===== src/verilog/ipc_pkg.sv =====
package ipc_pkg;
    // Register addresses
    localparam logic [15:0] SYSCTL_ADDR = 16'hfff2;
    localparam logic [15:0] SENSE_ADDR = 16'hfff4;
    localparam logic [15:0] ENABLE_ADDR = 16'hfff5;
    localparam logic [15:0] FLAGS_ADDR = 16'hfff6;
    localparam logic [15:0] PRIO_A_ADDR = 16'hfff8;
    localparam logic [15:0] PRIO_B_ADDR = 16'hfff9;
    // Reset values
    localparam logic [7:0] SYSCTL_RST = 8'h0b;
    localparam logic [7:0] SENSE_RST = 8'h00;
    localparam logic [7:0] ENABLE_RST = 8'h00;
    localparam logic [7:0] PRIO_A_RST = 8'h00;
    localparam logic [7:0] PRIO_B_RST = 8'h00;
    localparam logic [7:0] FLAGS_MASK = 8'h3f;
    // System control fields
    localparam int USER_FLAG_ROLE_BIT = 3;
    localparam int NMI_EDGE_BIT = 2;
    // Priority select A fields
    localparam int PRIO_EXT_REQ0 = 7;
    localparam int PRIO_EXT_REQ1 = 6;
    localparam int PRIO_EXT_REQ2_3 = 5;
    localparam int PRIO_EXT_REQ4_5 = 4;
    localparam int PRIO_WATCHDOG_REFRESH = 3;
    localparam int PRIO_TIMER_CH0 = 2;
    localparam int PRIO_TIMER_CH1 = 1;
    localparam int PRIO_TIMER_CH2 = 0;
    // Priority select B fields
    localparam int PRIO_TIMER_CH3 = 7;
    localparam int PRIO_TIMER_CH4 = 6;
    // Source numbering: external 0..5, watchdog/refresh 6, timers 7..11
    localparam int N_EXT = 6;
    localparam int N_INT = 6;
    localparam int N_SRC = 12;
    // Vector numbers
    localparam logic [7:0] VEC_NMI = 8'h07;
    localparam logic [7:0] VEC_EXT_BASE = 8'h0c;
    localparam logic [7:0] VEC_INT_BASE = 8'h14;
    localparam logic [7:0] VEC_INT_OFS = 8'h0e;
endpackage : ipc_pkg


===== src/verilog/ipc_ext_channel.sv =====
`timescale 1ns/1ps
module ipc_ext_channel (
    input wire logic clk_i,
    input wire logic rst_i,
    input wire logic hw_standby_i,
    input wire logic pin_n_i,
    input wire logic ext_req_sense_i,
    input wire logic flags_rd_i,
    input wire logic flags_wr_i,
    input wire logic wdata_bit_i,
    input wire logic service_i,
    output logic ext_req_flag_o
);
    logic pin_q;
    logic flag_q;
    logic armed_q;
    logic set_ev;
    logic sw_clr;
    logic svc_clr;

    // Falling edge or low level
    assign set_ev = ext_req_sense_i ? (pin_q & ~pin_n_i) : ~pin_n_i;
    assign sw_clr = flags_wr_i & ~wdata_bit_i & armed_q;
    assign svc_clr = service_i & (ext_req_sense_i | pin_n_i);

    always_ff @(posedge clk_i or posedge rst_i) begin
        if (rst_i) begin
            pin_q <= 1'b1;
        end else begin
            pin_q <= pin_n_i;
        end
    end

    // Armed by a read that saw the flag set
    always_ff @(posedge clk_i or posedge rst_i) begin
        if (rst_i) begin
            armed_q <= 1'b0;
        end else if (hw_standby_i || flags_wr_i || !flag_q) begin
            armed_q <= 1'b0;
        end else if (flags_rd_i) begin
            armed_q <= 1'b1;
        end
    end

    // Set wins over clear; writing 1 never sets
    always_ff @(posedge clk_i or posedge rst_i) begin
        if (rst_i) begin
            flag_q <= 1'b0;
        end else if (hw_standby_i) begin
            flag_q <= 1'b0;
        end else begin
            flag_q <= set_ev | (flag_q & ~(sw_clr | svc_clr));
        end
    end

    assign ext_req_flag_o = flag_q;
endmodule : ipc_ext_channel


===== src/verilog/ipc_top.sv =====
`timescale 1ns/1ps
module ipc_top (
    input wire logic clk_i,
    input wire logic rst_i,
    input wire logic hw_standby_i,
    input wire logic [15:0] addr_i,
    input wire logic [7:0] wdata_i,
    input wire logic wr_i,
    input wire logic rd_i,
    output logic [7:0] rdata_o,
    input wire logic nmi_i,
    input wire logic [5:0] ext_req_pins_n_i,
    input wire logic [5:0] periph_req_i,
    input wire logic cpu_main_mask_i,
    input wire logic user_mask_flag_i,
    input wire logic cpu_ack_i,
    output logic irq_req_o,
    output logic [7:0] irq_vector_o,
    output logic irq_level_o,
    output logic [5:0] periph_ack_o
);
    logic [7:0] system_control_q;
    logic [7:0] sense_q;
    logic [7:0] enable_q;
    logic [7:0] prio_a_q;
    logic [7:0] prio_b_q;
    logic [7:0] rdata_q;
    logic [5:0] flags;
    logic [5:0] svc_ext;
    logic nmi_q;
    logic nmi_pend_q;
    logic nmi_edge;
    logic nmi_sel_q;
    logic req_q;
    logic level_q;
    logic [3:0] idx_q;
    logic [7:0] vec_q;
    logic [5:0] periph_ack_q;
    logic [11:0] pend;
    logic [11:0] lvl;
    logic [11:0] hi;
    logic [11:0] lo;
    logic ok_lo;
    logic ok_hi;
    logic any_req;
    logic [3:0] sel_idx;
    logic take;
    logic wr_flags;
    logic rd_flags;

    // Level bit for one maskable source
    function automatic logic prio_of(input int idx, input logic [7:0] pa,
                                     input logic [7:0] pb);
        logic r;
        r = 1'b0;
        case (idx)
            0: r = pa[ipc_pkg::PRIO_EXT_REQ0];
            1: r = pa[ipc_pkg::PRIO_EXT_REQ1];
            2, 3: r = pa[ipc_pkg::PRIO_EXT_REQ2_3];
            4, 5: r = pa[ipc_pkg::PRIO_EXT_REQ4_5];
            6: r = pa[ipc_pkg::PRIO_WATCHDOG_REFRESH];
            7: r = pa[ipc_pkg::PRIO_TIMER_CH0];
            8: r = pa[ipc_pkg::PRIO_TIMER_CH1];
            9: r = pa[ipc_pkg::PRIO_TIMER_CH2];
            10: r = pb[ipc_pkg::PRIO_TIMER_CH3];
            11: r = pb[ipc_pkg::PRIO_TIMER_CH4];
            default: r = 1'b0;
        endcase
        return r;
    endfunction : prio_of

    // Lowest pending index wins
    function automatic logic [3:0] first_idx(input logic [11:0] v);
        logic [3:0] r;
        r = 4'h0;
        for (int i = ipc_pkg::N_SRC - 1; i >= 0; i--) begin
            if (v[i]) begin
                r = 4'(i);
            end
        end
        return r;
    endfunction : first_idx

    // Register writes
    always_ff @(posedge clk_i or posedge rst_i) begin
        if (rst_i) begin
            system_control_q <= ipc_pkg::SYSCTL_RST;
            sense_q <= ipc_pkg::SENSE_RST;
            enable_q <= ipc_pkg::ENABLE_RST;
            prio_a_q <= ipc_pkg::PRIO_A_RST;
            prio_b_q <= ipc_pkg::PRIO_B_RST;
        end else if (hw_standby_i) begin
            system_control_q <= ipc_pkg::SYSCTL_RST;
            sense_q <= ipc_pkg::SENSE_RST;
            enable_q <= ipc_pkg::ENABLE_RST;
            prio_a_q <= ipc_pkg::PRIO_A_RST;
            prio_b_q <= ipc_pkg::PRIO_B_RST;
        end else if (wr_i) begin
            case (addr_i)
                ipc_pkg::SYSCTL_ADDR: system_control_q <= wdata_i;
                ipc_pkg::SENSE_ADDR: sense_q <= wdata_i;
                ipc_pkg::ENABLE_ADDR: enable_q <= wdata_i;
                ipc_pkg::PRIO_A_ADDR: prio_a_q <= wdata_i;
                ipc_pkg::PRIO_B_ADDR: prio_b_q <= wdata_i;
                default: ;
            endcase
        end
    end

    // Register reads, data valid one cycle later only
    always_ff @(posedge clk_i or posedge rst_i) begin
        if (rst_i) begin
            rdata_q <= 8'h00;
        end else if (rd_i) begin
            case (addr_i)
                ipc_pkg::SYSCTL_ADDR: rdata_q <= system_control_q;
                ipc_pkg::SENSE_ADDR: rdata_q <= sense_q;
                ipc_pkg::ENABLE_ADDR: rdata_q <= enable_q;
                ipc_pkg::FLAGS_ADDR: rdata_q <= {2'b00, flags};
                ipc_pkg::PRIO_A_ADDR: rdata_q <= prio_a_q;
                ipc_pkg::PRIO_B_ADDR: rdata_q <= prio_b_q;
                default: rdata_q <= 8'h00;
            endcase
        end else begin
            rdata_q <= 8'h00;
        end
    end

    assign rdata_o = rdata_q;
    assign wr_flags = wr_i && (addr_i == ipc_pkg::FLAGS_ADDR);
    assign rd_flags = rd_i && (addr_i == ipc_pkg::FLAGS_ADDR);

    // External request channels
    for (genvar n = 0; n < ipc_pkg::N_EXT; n++) begin : g_ext
        ipc_ext_channel u_chan (
            .clk_i(clk_i),
            .rst_i(rst_i),
            .hw_standby_i(hw_standby_i),
            .pin_n_i(ext_req_pins_n_i[n]),
            .ext_req_sense_i(sense_q[n]),
            .flags_rd_i(rd_flags),
            .flags_wr_i(wr_flags),
            .wdata_bit_i(wdata_i[n]),
            .service_i(svc_ext[n]),
            .ext_req_flag_o(flags[n])
        );
        assign svc_ext[n] = take && (idx_q == 4'(n));
    end

    // Nonmaskable edge detect
    assign nmi_edge = system_control_q[ipc_pkg::NMI_EDGE_BIT] ?
                      (~nmi_q & nmi_i) : (nmi_q & ~nmi_i);

    always_ff @(posedge clk_i or posedge rst_i) begin
        if (rst_i) begin
            nmi_q <= 1'b0;
        end else begin
            nmi_q <= nmi_i;
        end
    end

    always_ff @(posedge clk_i or posedge rst_i) begin
        if (rst_i) begin
            nmi_pend_q <= 1'b0;
        end else if (hw_standby_i) begin
            nmi_pend_q <= 1'b0;
        end else begin
            nmi_pend_q <= nmi_edge | (nmi_pend_q & ~(cpu_ack_i & req_q & nmi_sel_q));
        end
    end

    // Pending and level per maskable source
    assign pend = {periph_req_i, flags & enable_q[5:0]};
    for (genvar s = 0; s < ipc_pkg::N_SRC; s++) begin : g_lvl
        assign lvl[s] = prio_of(s, prio_a_q, prio_b_q);
    end

    // Three-level masking
    assign ok_lo = ~cpu_main_mask_i;
    assign ok_hi = system_control_q[ipc_pkg::USER_FLAG_ROLE_BIT] ?
                   ~cpu_main_mask_i : ~user_mask_flag_i;
    assign hi = pend & lvl & {ipc_pkg::N_SRC{ok_hi}};
    assign lo = pend & ~lvl & {ipc_pkg::N_SRC{ok_lo}};
    assign any_req = |hi || |lo;
    assign sel_idx = (|hi) ? first_idx(hi) : first_idx(lo);
    assign take = cpu_ack_i && req_q && !nmi_sel_q;

    // Presented request to the CPU
    always_ff @(posedge clk_i or posedge rst_i) begin
        if (rst_i) begin
            req_q <= 1'b0;
            nmi_sel_q <= 1'b0;
            level_q <= 1'b0;
            idx_q <= 4'h0;
        end else begin
            req_q <= ~cpu_ack_i & ~hw_standby_i & (nmi_pend_q | any_req);
            nmi_sel_q <= nmi_pend_q;
            level_q <= nmi_pend_q | (|hi);
            idx_q <= sel_idx;
        end
    end

    always_ff @(posedge clk_i or posedge rst_i) begin
        if (rst_i) begin
            vec_q <= 8'h00;
        end else if (nmi_pend_q) begin
            vec_q <= ipc_pkg::VEC_NMI;
        end else if (sel_idx < 4'(ipc_pkg::N_EXT)) begin
            vec_q <= ipc_pkg::VEC_EXT_BASE + {4'h0, sel_idx};
        end else begin
            vec_q <= ipc_pkg::VEC_INT_OFS + {4'h0, sel_idx};
        end
    end

    // Service pulse to on-chip sources
    always_ff @(posedge clk_i or posedge rst_i) begin
        if (rst_i) begin
            periph_ack_q <= 6'h00;
        end else begin
            for (int k = 0; k < ipc_pkg::N_INT; k++) begin
                periph_ack_q[k] <= take && (idx_q == 4'(k + ipc_pkg::N_EXT));
            end
        end
    end

    assign irq_req_o = req_q;
    assign irq_vector_o = vec_q;
    assign irq_level_o = level_q;
    assign periph_ack_o = periph_ack_q;
endmodule : ipc_top


===== config.mk =====
export PLATFORM = sky130hd
export DESIGN_NAME = ipc_top
export DESIGN_NICKNAME = d
export VERILOG_FILES = /design/src/verilog/ipc_pkg.sv /design/src/verilog/ipc_ext_channel.sv /design/src/verilog/ipc_top.sv
export SDC_FILE = /design/constraint.sdc
export NUM_CORES = 1
export LEC_CHECK = 0
export BUFFER_PORTS_ARGS = -buffer_cell sky130_fd_sc_hd__buf_2
export CORE_MARGIN = 5
export CORE_UTILIZATION = 57
export DETAILED_ROUTE_END_ITERATION = 10
export GPL_ROUTABILITY_DRIVEN = 0
export PLACE_DENSITY = 0.92
export REMOVE_ABC_BUFFERS = 1
export SLEW_MARGIN = 30
export SYNTH_ARGS = -nofsm -noshare
export SYNTH_HDL_FRONTEND = slang
export SYNTH_HIERARCHICAL = 1
export SYNTH_SLANG_ARGS = --single-unit

===== constraint.sdc =====
create_clock -name clk_i -period 3.02 [get_ports clk_i]
set_clock_uncertainty 0.05 [all_clocks]
set_input_delay 0.302 -clock clk_i [delete_from_list [all_inputs] [get_ports clk_i]]
set_output_delay 0.302 -clock clk_i [all_outputs]
set_load 0.01 [all_outputs]

Yosys cells after proc, flatten, opt, wreduce, memory -nomap -nowiden --
Index checks and enable logic that the tools add are counted.
Storage, ports and cells: word-level logic and storage cells 258, output and inout bits 24, bits in registers 89
Operators by class: magnitude comparators 1, muxes and demuxes 66, equal/unequal tests 17, $add $sub $neg 2, bitwise gates (word level) 89, reduce and logical (&&, ||, !) cells 51
Operator list (number):
- two-way mux 8 bit | 16
- two-way mux 4 bit | 25
- == test 16 bit, second input constant | 6
- bitwise AND 12 bit | 4
- one-hot mux 8 bit (6 select lines) | 1
- bitwise AND 1 bit | 37
- NOT 1 bit | 25
- nonzero test 2 bit | 12
- OR reduction 12 bit | 2
- two-way mux 1 bit | 22
- OR 1 bit | 21
- == test 4 x 3 -> 1 bit, second input constant | 4
- == test 4 bit, second input constant | 4
- logical AND 1 bit | 16
- NOT 12 bit | 1
- adder 4 x 4 -> 5 bit, first input constant | 2
- two-way mux 5 bit | 2
- AND reduction 2 bit | 5
- == test 4 x 2 -> 1 bit, second input constant | 2
- logical OR 1 bit | 8
- logical NOT 1 bit | 7
- bitwise AND 6 bit | 1
- == test 4 x 1 -> 1 bit, second input constant | 1
- logical NOT 4 bit | 1
- < comparator 4 x 3 -> 1 bit, second input constant | 1

Logic depth before layout (Yosys ltp) --
Gate-level depths: netlist (run 1).
depth in word-level cells 19, gate-level depth with buffers 11, depth with buffers taken out 10

By module --
Netlist (run 1), hierarchy kept.
Modules (own cells, without submodules):
- ipc_top | seq. area each 1705.4 um^2, times used 1, area an instance 3741.1 um^2, cells an instance 388
- ipc_ext_channel | seq. area each 76.3 um^2, times used 6, area an instance 125.1 um^2, cells an instance 10

Worst setup path after synthesis (run 1) --
Ideal clock, no wire load.
kind register to register, from register system_control_q[3], to register vec_q[2], in the netlist irq_vector_o[2], arrival time 2.474 ns, period minus slack after synthesis 2.604 ns, library setup time 0.079 ns, buffers on the path 0, setup slack 0.416 ns, stages on the path, launching flop included 10, cells stage by stage dfstp_2 -> mux2_2 -> a31oi_4 -> a2111oi_0 -> o21ai_0 -> inv_1 -> ha_1 -> nor3b_1 -> a211oi_1 -> mux2i_1
RTL lines:
- from (decl) | line ipc_top.sv:22 | logic [7:0] system_control_q;
- from (signal assigned) | line ipc_top.sv:87 | system_control_q <= ipc_pkg::SYSCTL_RST;
- from (signal assigned) | line ipc_top.sv:93 | system_control_q <= ipc_pkg::SYSCTL_RST;
- from (signal assigned) | line ipc_top.sv:100 | ipc_pkg::SYSCTL_ADDR: system_control_q <= wdata_i;
- two-way mux 1 bit * | line ipc_top.sv:180 | assign ok_hi = system_control_q[ipc_pkg::USER_FLAG_ROLE_BIT] ?
- bitwise AND 12 bit * | line ipc_top.sv:182 | assign hi = pend & lvl & {ipc_pkg::N_SRC{ok_hi}};
- two-way mux 4 bit (11 in series) | line ipc_top.sv:77 | if (v[i]) begin
- two-way mux 4 bit * | line ipc_top.sv:185 | assign sel_idx = (|hi) ? first_idx(hi) : first_idx(lo);
- net sel_idx[2] | line ipc_top.sv:46 | logic [3:0] sel_idx;
- adder 4 x 4 -> 5 bit, or another cell as far along | line ipc_top.sv:211 | vec_q <= ipc_pkg::VEC_INT_OFS + {4'h0, sel_idx};
- two-way mux 5 bit * | line ipc_top.sv:208 | end else if (sel_idx < 4'(ipc_pkg::N_EXT)) begin
- two-way mux 5 bit * | line ipc_top.sv:206 | end else if (nmi_pend_q) begin
- to (signal assigned) | line ipc_top.sv:207 | vec_q <= ipc_pkg::VEC_NMI;
- to (signal assigned) | line ipc_top.sv:209 | vec_q <= ipc_pkg::VEC_EXT_BASE + {4'h0, sel_idx};
- to (signal assigned) | line ipc_top.sv:211
- to (decl) | line ipc_top.sv:37 | logic [7:0] vec_q;
The timed path passes the listed nets; every way through them passes the cells marked *. A chain may end at the register's enable or synchronous reset.

Worst setup path after layout (run 1) --
Same ends and word-level chain as after synthesis.

==> flow_metrics.tcl, run 1 <==
set metrics [dict create \
    synth-seq-cells 86 \
    reg2reg_slack_ps 210 \
    grt_max_degree 50 \
    drive_gt1_share_pct 22.7 \
    grt_pass1_vias 4068 \
    min-delay-start "nmi_i" \
    post-route-util_pct 67.7 \
    cts_tree "built" \
    synth_cell_types 70 \
    clock_path_buffers 2 \
    crit_family "compound AO/OA/AOI/OAI gates" \
    cp.required_ps 3270 \
    vias 4130 \
    wire_per_inst_um 18.8 \
    critPathArrivalTime_ps 3060 \
    yosysSeqAreaShare_pct 48.2 \
    path_max_fanout 6 \
    fmax_mhz 356 \
    rows 32 \
    yosysTopAreaCellShare_pct 42.9 \
    power.leakage_nw 2.24 \
    path_class "reg2reg" \
    drt_iter0_drc 507 \
    combPwrFrac_pct 9.8 \
    post_cts_buffers 0 \
    setup_tns_ps 0 \
    postRouteWirelength_um 11800 \
    r2r-end "irq_vector_o[2]" \
    yosys.area.top_type "dfrtp_1" \
    root_buffer "clkbuf_8" \
    critical_path.cell_chain "mux2_2 > a31oi_4 > a2111oi_0 > o21ai_1 > inv_1 > ha_1 > nor3b_1 > a211oi_1 > mux2i_1" \
    die_w_um 98.8 \
    whs_ps 15.3 \
    vias_per_cell 6.56 \
    max_stage_delay_ps 570 \
    cts.sinks 86 \
    ir_drop_mv 0.265 \
    dieArea_um2 9760 \
    numPortBuffers 65 \
    pwr-share-seq_pct 51.8 \
    power_density_nw_per_um2 449 \
    setup_ws_ps 212 \
    async_flop_share_pct 100 \
    n_antenna_cell 0 \
    avgSynthCellArea_um2 10.0 \
    r2r-start "system_control_q[3]" \
    hpwl_um 8630 \
    sw_frac_of_total_pct 24.5 \
    dp_slack_ps 114 \
    core_area_um2 7690 \
    ys_top_cells_by_area "dfrtp_1 43%, dfstp_2 5.3%, nand2_1 4.1%, a21oi_1 3.9%, nand3_1 3.6%" \
    antenna_found_initial 0 \
    drc_errors 0 \
    htreeDepth 3 \
    p_int_mw 1.76 \
    syn_area_um2 4490 \
    cp-end-kind "register" \
    grt_remaining_overflow 0 \
    initial_core_util_pct 58.4 \
    area_growth_pct 15.8 \
    synth_edf_count 0 \
    drv_slew 0 \
    cp-start-kind "register" \
    reg2reg_depth 9 \
    clkPwrFrac_pct 38.4 \
    min_path_cells 1 \
    track_usage_pct 24.9 \
    min_period_ps 2810 \
    synth_flop_cell "dfrtp_1" \
    io_pins 69 \
    critical-path-slowest-cell "dfstp_2" \
    finalHoldViolations 0 \
    finalSetupViolCount 0 \
    ant_nets 0 \
    path_clk_slew_ps 80 \
    p_switching_uw 571 \
    tightestPinTransition_ps 898 \
    synth_cells 448 \
    status "completed" \
    path_buf_inv 1 \
    yosys_warnings 6 \
    clock_latency_ps 360 \
    finalNetCount 572 \
    grt_pass1_wl_um 19500 \
    die_h_um 98.8 \
    slew_headroom_pct 40.2 \
    maxCapViolCount 0 \
    cts_buffers 9 \
    drtPass1Iterations 6 \
    finalCritPeriodShare_pct 93.0 \
    hp-class "in2reg" \
    rsz0062_at_grt "false" \
    hold_path_end "nmi_q" \
]
==> worst register-to-register path, cell delays in order (launching register included) <==
cell and delay [ps]:
dfstp_2 570, mux2_2 380, a31oi_4 240, a2111oi_0 130
o21ai_1 370, inv_1 120, ha_1 270, nor3b_1 160
a211oi_1 240, mux2i_1 210
==> power groups by stage <==
stage / combinational (mW) / clock, mW / sequential (mW)
3_5_place_dp: 0.219 / 0 / 1.23
6_report: 0.229 / 0.897 / 1.21
5_1_grt: 0.251 / 0.959 / 1.21
4_1_cts: 0.227 / 0.906 / 1.21
3_3_place_gp: 0.212 / 0 / 1.23
2_1_floorplan: 0.104 / 0 / 1.23
==> state kept, by name, indices dropped and copies added (netlist names), 4 cells and up <==
signal and count:
enable_q 8, prio_a_q 8, prio_b_q 8, rdata_o 8, sense_q 8, system_control_q 8, g_ext.u_chan/armed_q 6, g_ext.u_chan/ext_req_flag_o 6
g_ext.u_chan/pin_q 6, periph_ack_o 6, irq_vector_o 5, idx_q 4
==> metrics by stage <==
step	total power, mW	instance area, um2	cells
2_1_floorplan	1.33	4400	432
3_3_place_gp	1.44	4910	607
3_5_place_dp	1.45	4910	607
4_1_cts	2.34	5200	630
5_1_grt	2.42	5200	630
6_report	2.33	5200	630
==> cell usage in the layout, fill, tap and decap left out, types with 6 or more instances in the layout <==
master	count
a22oi_1	8
buf_2	65
o32ai_1	6
or3b_1	6
and3b_1	6
nor2_1	35
nand2_1	49
a21oi_1	35
mux2i_1	11
nor3_1	8
dfstp_2	9
buf_4	8
nor4b_1	6
nand3_1	32
a21boi_0	7
dfrtp_1	77
dlygate4sd3_1	7
nand2b_1	8
inv_1	14
nor2b_1	11
nand4_1	6
clkbuf_8	10
a222oi_1	14
==> layer usage <==
| metal | vias up | track usage, % | share of wire (%) |
|---|---|---|---|
| met3 | 51 | 6.94 | 9.5 |
| met4 | 0 | 10.2 | 3.5 |
| met2 | 275 | 39.2 | 47 |
| met5 | - | 2.56 | 0 |
| li1 | 1817 | - | - |
| met1 | 1987 | 32.3 | 40 |
==> cells by family after synthesis <==
kind of cell               Yosys count  synth area share [%]
DFF                                 86                  48.2
AOI/OAI and AO/OA                  111                  19.2
buffers and inverters               34                  3.54
muxes                               12                  2.70
other                                1                0.0835
and+or+nand+nor                    200                  25.2
adders and majority gates            4                  1.11
==> cell usage after synthesis, drive strengths merged (9+ instances only) <==
cell    instances
nor2           36
a21oi          35
nand3          32
nor2b          12
nand2b         10
inv            16
mux2i          11
clkbuf          9
nor3           10
buf             9
nand2          50
dfstp           9
dfrtp          77
a222oi         14
==> worst max-delay path by stage <==
| stage | from | slack (ps) | cells after the start | to |
|---|---|---|---|---|
| 2_1_floorplan | system_control_q[3] | 420 | 9 | irq_vector_o[2] |
| 3_3_place_gp | system_control_q[3] | 250 | 9 | irq_vector_o[2] |
| 3_5_place_dp | system_control_q[3] | 110 | 9 | irq_vector_o[2] |
| 4_1_cts | system_control_q[3] | 90 | 9 | irq_vector_o[2] |
| 5_1_grt | system_control_q[3] | 80 | 9 | irq_vector_o[2] |
| 6_report | system_control_q[3] | 210 | 9 | irq_vector_o[2] |
==> area by class of cell <==
type / instances / area, um2
Fill cell: 620 / 2490
Multi-Input combinational cell: 330 / 2180
Sequential cell: 86 / 2160
Timing Repair Buffer: 80 / 455
Clock buffer: 13 / 149
Tap cell: 102 / 128
Clock inverter: 3 / 68.8
Inverter: 16 / 60.1
==> timing repair <==
item / 4_1_cts / 5_1_grt
endpoints found under the setup margin: 0 / 1
hold endpoints to repair: 18 / 0
gates resized for setup: 0 / 1
hold buffers: 7 / 0
No activity file was read; power rests on OpenSTA's default activity.
==> inputs of run 2 (changes only) <==
Settings changed: CORE_MARGIN 5 to 8.
==> run 2 against run 1 <==
Compared with the run above: sequential power is essentially flat; fmax rose by 0.96%; clock power shrank 9.3%; first-iteration DRC count increased by 19%; via count fell by 1.1%; die area is 13% higher; core utilization is 0.23 points lower; cell count shrank 0.16%; combinational power hardly changed; critical path type unchanged; critical endpoint unchanged; largest power group unchanged.
==> flow_metrics.tcl, run 2 (synthesized netlist as in run 1, its figures left out) <==
set metrics [dict create \
    finalPower_mw 2.25 \
    finalNetCount 571 \
    fmax_mhz 360 \
    critPathArrivalTime_ps 2980 \
    setup_tns_ps 0 \
    critical-path-slowest-cell "dfrtp_1" \
    vias 4085 \
    p_switching_uw 598 \
    maxCapViolCount 0 \
    dp.cells 607 \
    hpwl_um 8810 \
    clock_latency_ps 360 \
    initial_core_util_pct 58.4 \
    grt_max_degree 52 \
    critical_path.cell_chain "and4bb_2 > or2_2 > a2111oi_0 > o21ai_1 > inv_1 > ha_1 > nor3b_1 > a211oi_1 > mux2i_1" \
    drive_gt1_share_pct 23.3 \
    n_antenna_cell 0 \
    drv_slew 0 \
    grt_pass1_wl_um 20000 \
    power.leakage_nw 2.23 \
    clock_path_buffers 2 \
    design_area_um2 5180 \
    clkPwrFrac_pct 36.1 \
    post_dp_cell_area_um2 4930 \
    path_class "reg2reg" \
    top_usage_layer "met2" \
    pwr-share-seq_pct 53.7 \
    rows 32 \
    dieArea_um2 11000 \
    hp-class "in2reg" \
    layout_common_cells "77 x dfrtp_1, 65 x buf_2, 49 x nand2_1" \
    numPortBuffers 65 \
    die_h_um 105 \
    antenna_found_initial 0 \
    status "completed" \
    slew_headroom_pct 37.2 \
    track_usage_pct 22.1 \
    root_buffer "clkbuf_8" \
    vias_per_cell 6.49 \
    p_int_mw 1.66 \
    drc_errors 0 \
    finalHoldViolations 0 \
    grt_pass1_vias 4070 \
    grt_use_met2_pct 37.3 \
    htreeDepth 3 \
    tightestPinTransition_ps 941 \
    cp-start-kind "register" \
    drt_iter0_drc 601 \
    io_pins 69 \
    power_density_nw_per_um2 435 \
    cts_tree "built" \
    finalSetupViolCount 0 \
    met3_usage_pct 3.62 \
    grt_remaining_overflow 0 \
    cp.required_ps 3210 \
    cts.sinks 86 \
    sw_frac_of_total_pct 26.6 \
    ir_drop_mv 0.247 \
    min_period_ps 2780 \
    rsz0062_at_grt "false" \
    path_clk_slew_ps 90 \
    core_area_um2 7690 \
    area_growth_pct 15.4 \
    combPwrFrac_pct 10.2 \
    postRouteWirelength_um 12300 \
    finalCritPeriodShare_pct 92.1 \
    ant_nets 0 \
    path_max_fanout 6 \
    drtPass1Iterations 6 \
    max_stage_delay_ps 460 \
    cp-end-kind "register" \
    wire_per_inst_um 19.5 \
    die_w_um 105 \
    gr-usage-met1_pct 27.6 \
    instances_no_fill 629 \
    final_common_cell "dfrtp_1" \
    cts_buffers 9 \
    post_cts_buffers 0 \
]
run 2: cell count changes in the layout (fill, tap and decap cells not counted):
cell and change:
dlygate4sd3_1 -1, clkbuf_1 -3, buf_12 +1, clkbuf_8 -1, buf_4 -1, bufinv_16 -1, clkinv_2 +2, clkinvlp_4 +1
clkinv_4 +2
run 2: worst paths after layout:
check	start	end	slack [ps]	cells after the start
worst max-delay path	g_ext[1].u_chan/ext_req_flag_o	irq_vector_o[2]	240	9
worst min-delay path	nmi_i	nmi_q	20	1
worst max register to register	g_ext[1].u_chan/ext_req_flag_o	irq_vector_o[2]	240	9
worst min register to register	sense_q[6]	sense_q[6]	480	2
max in group asynchronous	rst_i	system_control_q[0]	1530	4
min in group asynchronous	rst_i	g_ext[5].u_chan/armed_q	370	3
run 2: what timing repair did:
action | in CTS | in global routing
setup endpoints to repair | 0 | 1
gates resized for setup | 0 | 1
hold buffers | 6 | 0
hold endpoints to repair | 21 | 0
run 2: final cells by class:
type | instances | area, um2
Tap cell | 102 | 128
Clock inverter | 7 | 73.8
Sequential cell | 86 | 2160
Clock buffer | 9 | 124
Fill cell | 607 | 2500
Inverter | 16 | 60.1
Multi-Input combinational cell | 330 | 2180
Timing Repair Buffer | 79 | 458
run 2: power by group through the flow:
| stage | Sequential (mW) | Combinational [mW] | Clock, mW |
|---|---|---|---|
| after detailed placement | 1.23 | 0.222 | 0 |
| after global routing | 1.21 | 0.252 | 0.862 |
| after floorplan | 1.23 | 0.104 | 0 |
| final | 1.21 | 0.230 | 0.814 |
| after CTS | 1.21 | 0.229 | 0.823 |
| after global placement | 1.23 | 0.213 | 0 |
run 2: layer usage:
layer | vias up | share of wire [%]
met5 | - | 0
met4 | 0 | 2.8
met3 | 37 | 8.1
met2 | 255 | 48
met1 | 1977 | 41
li1 | 1816 | -
run 2: per-stage QoR:
step / utilization, % / hold WS, ps / setup slack [ps]
2_1_floorplan: - / 4.92 / 416
3_3_place_gp: 64.1 / 201 / 262
3_5_place_dp: 64.1 / 197 / 87.4
4_1_cts: 67.4 / 0.562 / 116
5_1_grt: 67.4 / 4.58 / 109
6_report: 67.4 / 15.5 / 238
run 2: critical path: cells and delay by family (launching register included):
kind                       cells  cell delay (ps)
AOI/OAI and AO/OA              3              770
adders and majority gates      1              280
buffers and inverters          1              120
DFF                            1              460
muxes                          1              140
and+or+nand+nor                3              840
==> inputs of run 3 (changes only) <==
Settings changed: CORE_UTILIZATION 57 to 50, PLACE_DENSITY 0.92 to 0.84.
==> run 3 against run 2 <==
Compared with the run above: die area is 12% higher; combinational power is 2% higher; largest cell class unchanged; highest routed layer unchanged; fmax is 0.34% higher; register-to-register slack hardly changed; critical path type unchanged.
==> flow_metrics.tcl, run 3 (synthesized netlist as in run 1, its figures left out) <==
set metrics [dict create \
    status "completed" \
    initial_core_util_pct 51.5 \
    setup_ws_ps 248 \
    fillCellCount 719 \
    rsz0062_at_grt "false" \
    post_cts_buffers 0 \
    critical-path-slowest-cell "dfstp_2" \
    die_h_um 111 \
    tightestPinTransition_ps 787 \
    cp.required_ps 3280 \
    drive_gt1_share_pct 23.6 \
    critical_path_depth 9 \
    cts.sinks 86 \
    cts_tree "built" \
    layout_common_cells "77 x dfrtp_1, 65 x buf_2, 49 x nand2_1" \
    finalCritPeriodShare_pct 91.8 \
    n_antenna_cell 0 \
    clock_latency_ps 380 \
    wire_per_inst_um 19.6 \
    drtPass1Iterations 8 \
    setup_tns_ps 0 \
    root_buffer "clkbuf_8" \
    io_pins 69 \
    min_path_cells 1 \
    power_density_nw_per_um2 441 \
    reg2reg_depth 9 \
    htreeDepth 3 \
    drt_iter0_drc 570 \
    min_period_ps 2770 \
    hpwl_um 9100 \
    vias_per_cell 6.34 \
    critical_path.cell_chain "mux2_2 > a31oi_4 > a2111oi_0 > o21ai_1 > inv_1 > ha_1 > nor3b_1 > a211oi_1 > mux2i_1" \
    fmax_mhz 361 \
    antenna_found_initial 0 \
    critPathArrivalTime_ps 3040 \
    max_stage_delay_ps 580 \
    finalSetupViolCount 0 \
    grt_pass1_vias 4071 \
    ir_drop_mv 0.271 \
    cts_buffers 9 \
    path_clk_slew_ps 100 \
    numPortBuffers 65 \
    grt_max_degree 45 \
    area_growth_pct 16.0 \
    ant_nets 0 \
    postRouteWirelength_um 12500 \
    power.leakage_nw 2.24 \
    rows 34 \
    vias 4042 \
    finalHoldViolations 0 \
    path_max_fanout 6 \
    maxCapViolCount 0 \
    drv_slew 0 \
    multiInputGateArea_um2 2180 \
    final_common_cell "dfrtp_1" \
    dieArea_um2 12300 \
    track_usage_pct 20.0 \
    finalNetCount 574 \
    core_area_um2 8720 \
    die_w_um 111 \
    slew_headroom_pct 47.5 \
    path_buf_inv 1 \
    dp_slack_ps 147 \
    path_class "reg2reg" \
    regArea_um2 2160 \
    grt_pass1_wl_um 20200 \
    cp-end-kind "register" \
    crit_family "compound AO/OA/AOI/OAI gates" \
    hp-class "in2reg" \
    cp-start-kind "register" \
    grt_remaining_overflow 0 \
    clock_path_buffers 2 \
    drc_errors 0 \
]
==> run 3: cell count changes in the layout (fill, tap and decap cells not counted), sizes merged <==
| cell | previous run | this run |
|---|---|---|
| buf | 73 | 75 |
| dlygate4sd3 | 6 | 7 |
| inv | 17 | 19 |
| clkinv | 4 | 2 |
==> run 3: per-stage QoR <==
| step | instances | hold WS [ps] | total power, mW | instance area (um2) | util (%) |
|---|---|---|---|---|---|
| after floorplan | 432 | 4.92 | 1.33 | 4400 | - |
| after global routing | 638 | 7.47 | 2.37 | 5210 | 59.7 |
| after CTS | 638 | 5.21 | 2.30 | 5210 | 59.7 |
| after global placement | 615 | 198 | 1.44 | 4940 | 56.6 |
| after detailed placement | 615 | 204 | 1.45 | 4940 | 56.6 |
| final | 638 | 17.2 | 2.30 | 5210 | 59.7 |
==> run 3: path summary, 6_finish.rpt <==
check	start	end	slack [ps]
setup / recovery	system_control_q[3]	irq_vector_o[2]	250
hold / removal	nmi_i	nmi_q	20
setup reg to reg	system_control_q[3]	irq_vector_o[2]	250
hold reg to reg	system_control_q[7]	system_control_q[7]	470
max in group asynchronous	rst_i	enable_q[2]	1590
min in group asynchronous	rst_i	g_ext[3].u_chan/ext_req_flag_o	360
==> run 3: power by group <==
group	leakage, nW	internal, mW	switching (mW)
logic	1.00	0.0896	0.146
registers	1.14	1.18	0.0246
clock network	0.102	0.394	0.459
==> run 3: repair_timing <==
| action | CTS | global route |
|---|---|---|
| resized for setup | 0 | 1 |
| hold endpoints to repair | 21 | 0 |
| hold buffers | 7 | 0 |
| endpoints found under the setup margin | 0 | 1 |
==> run 3: layer usage <==
metal / GRT usage, % / routed length [um] / vias up
met5: 0 / 0 / -
met3: 5.68 / 994 / 39
li1: - / - / 1823
met2: 31.2 / 5820 / 235
met4: 9.46 / 365 / 0
met1: 24.8 / 5350 / 1945
==> run 3: layout make-up <==
cell class,instances,area share (%)
Clock buffer,9,2.38
Clock inverter,7,1.54
Timing Repair Buffer,82,9.03
Multi-Input combinational cell,330,41.8
Inverter,16,1.15
Sequential cell,86,41.5
Tap cell,108,2.59
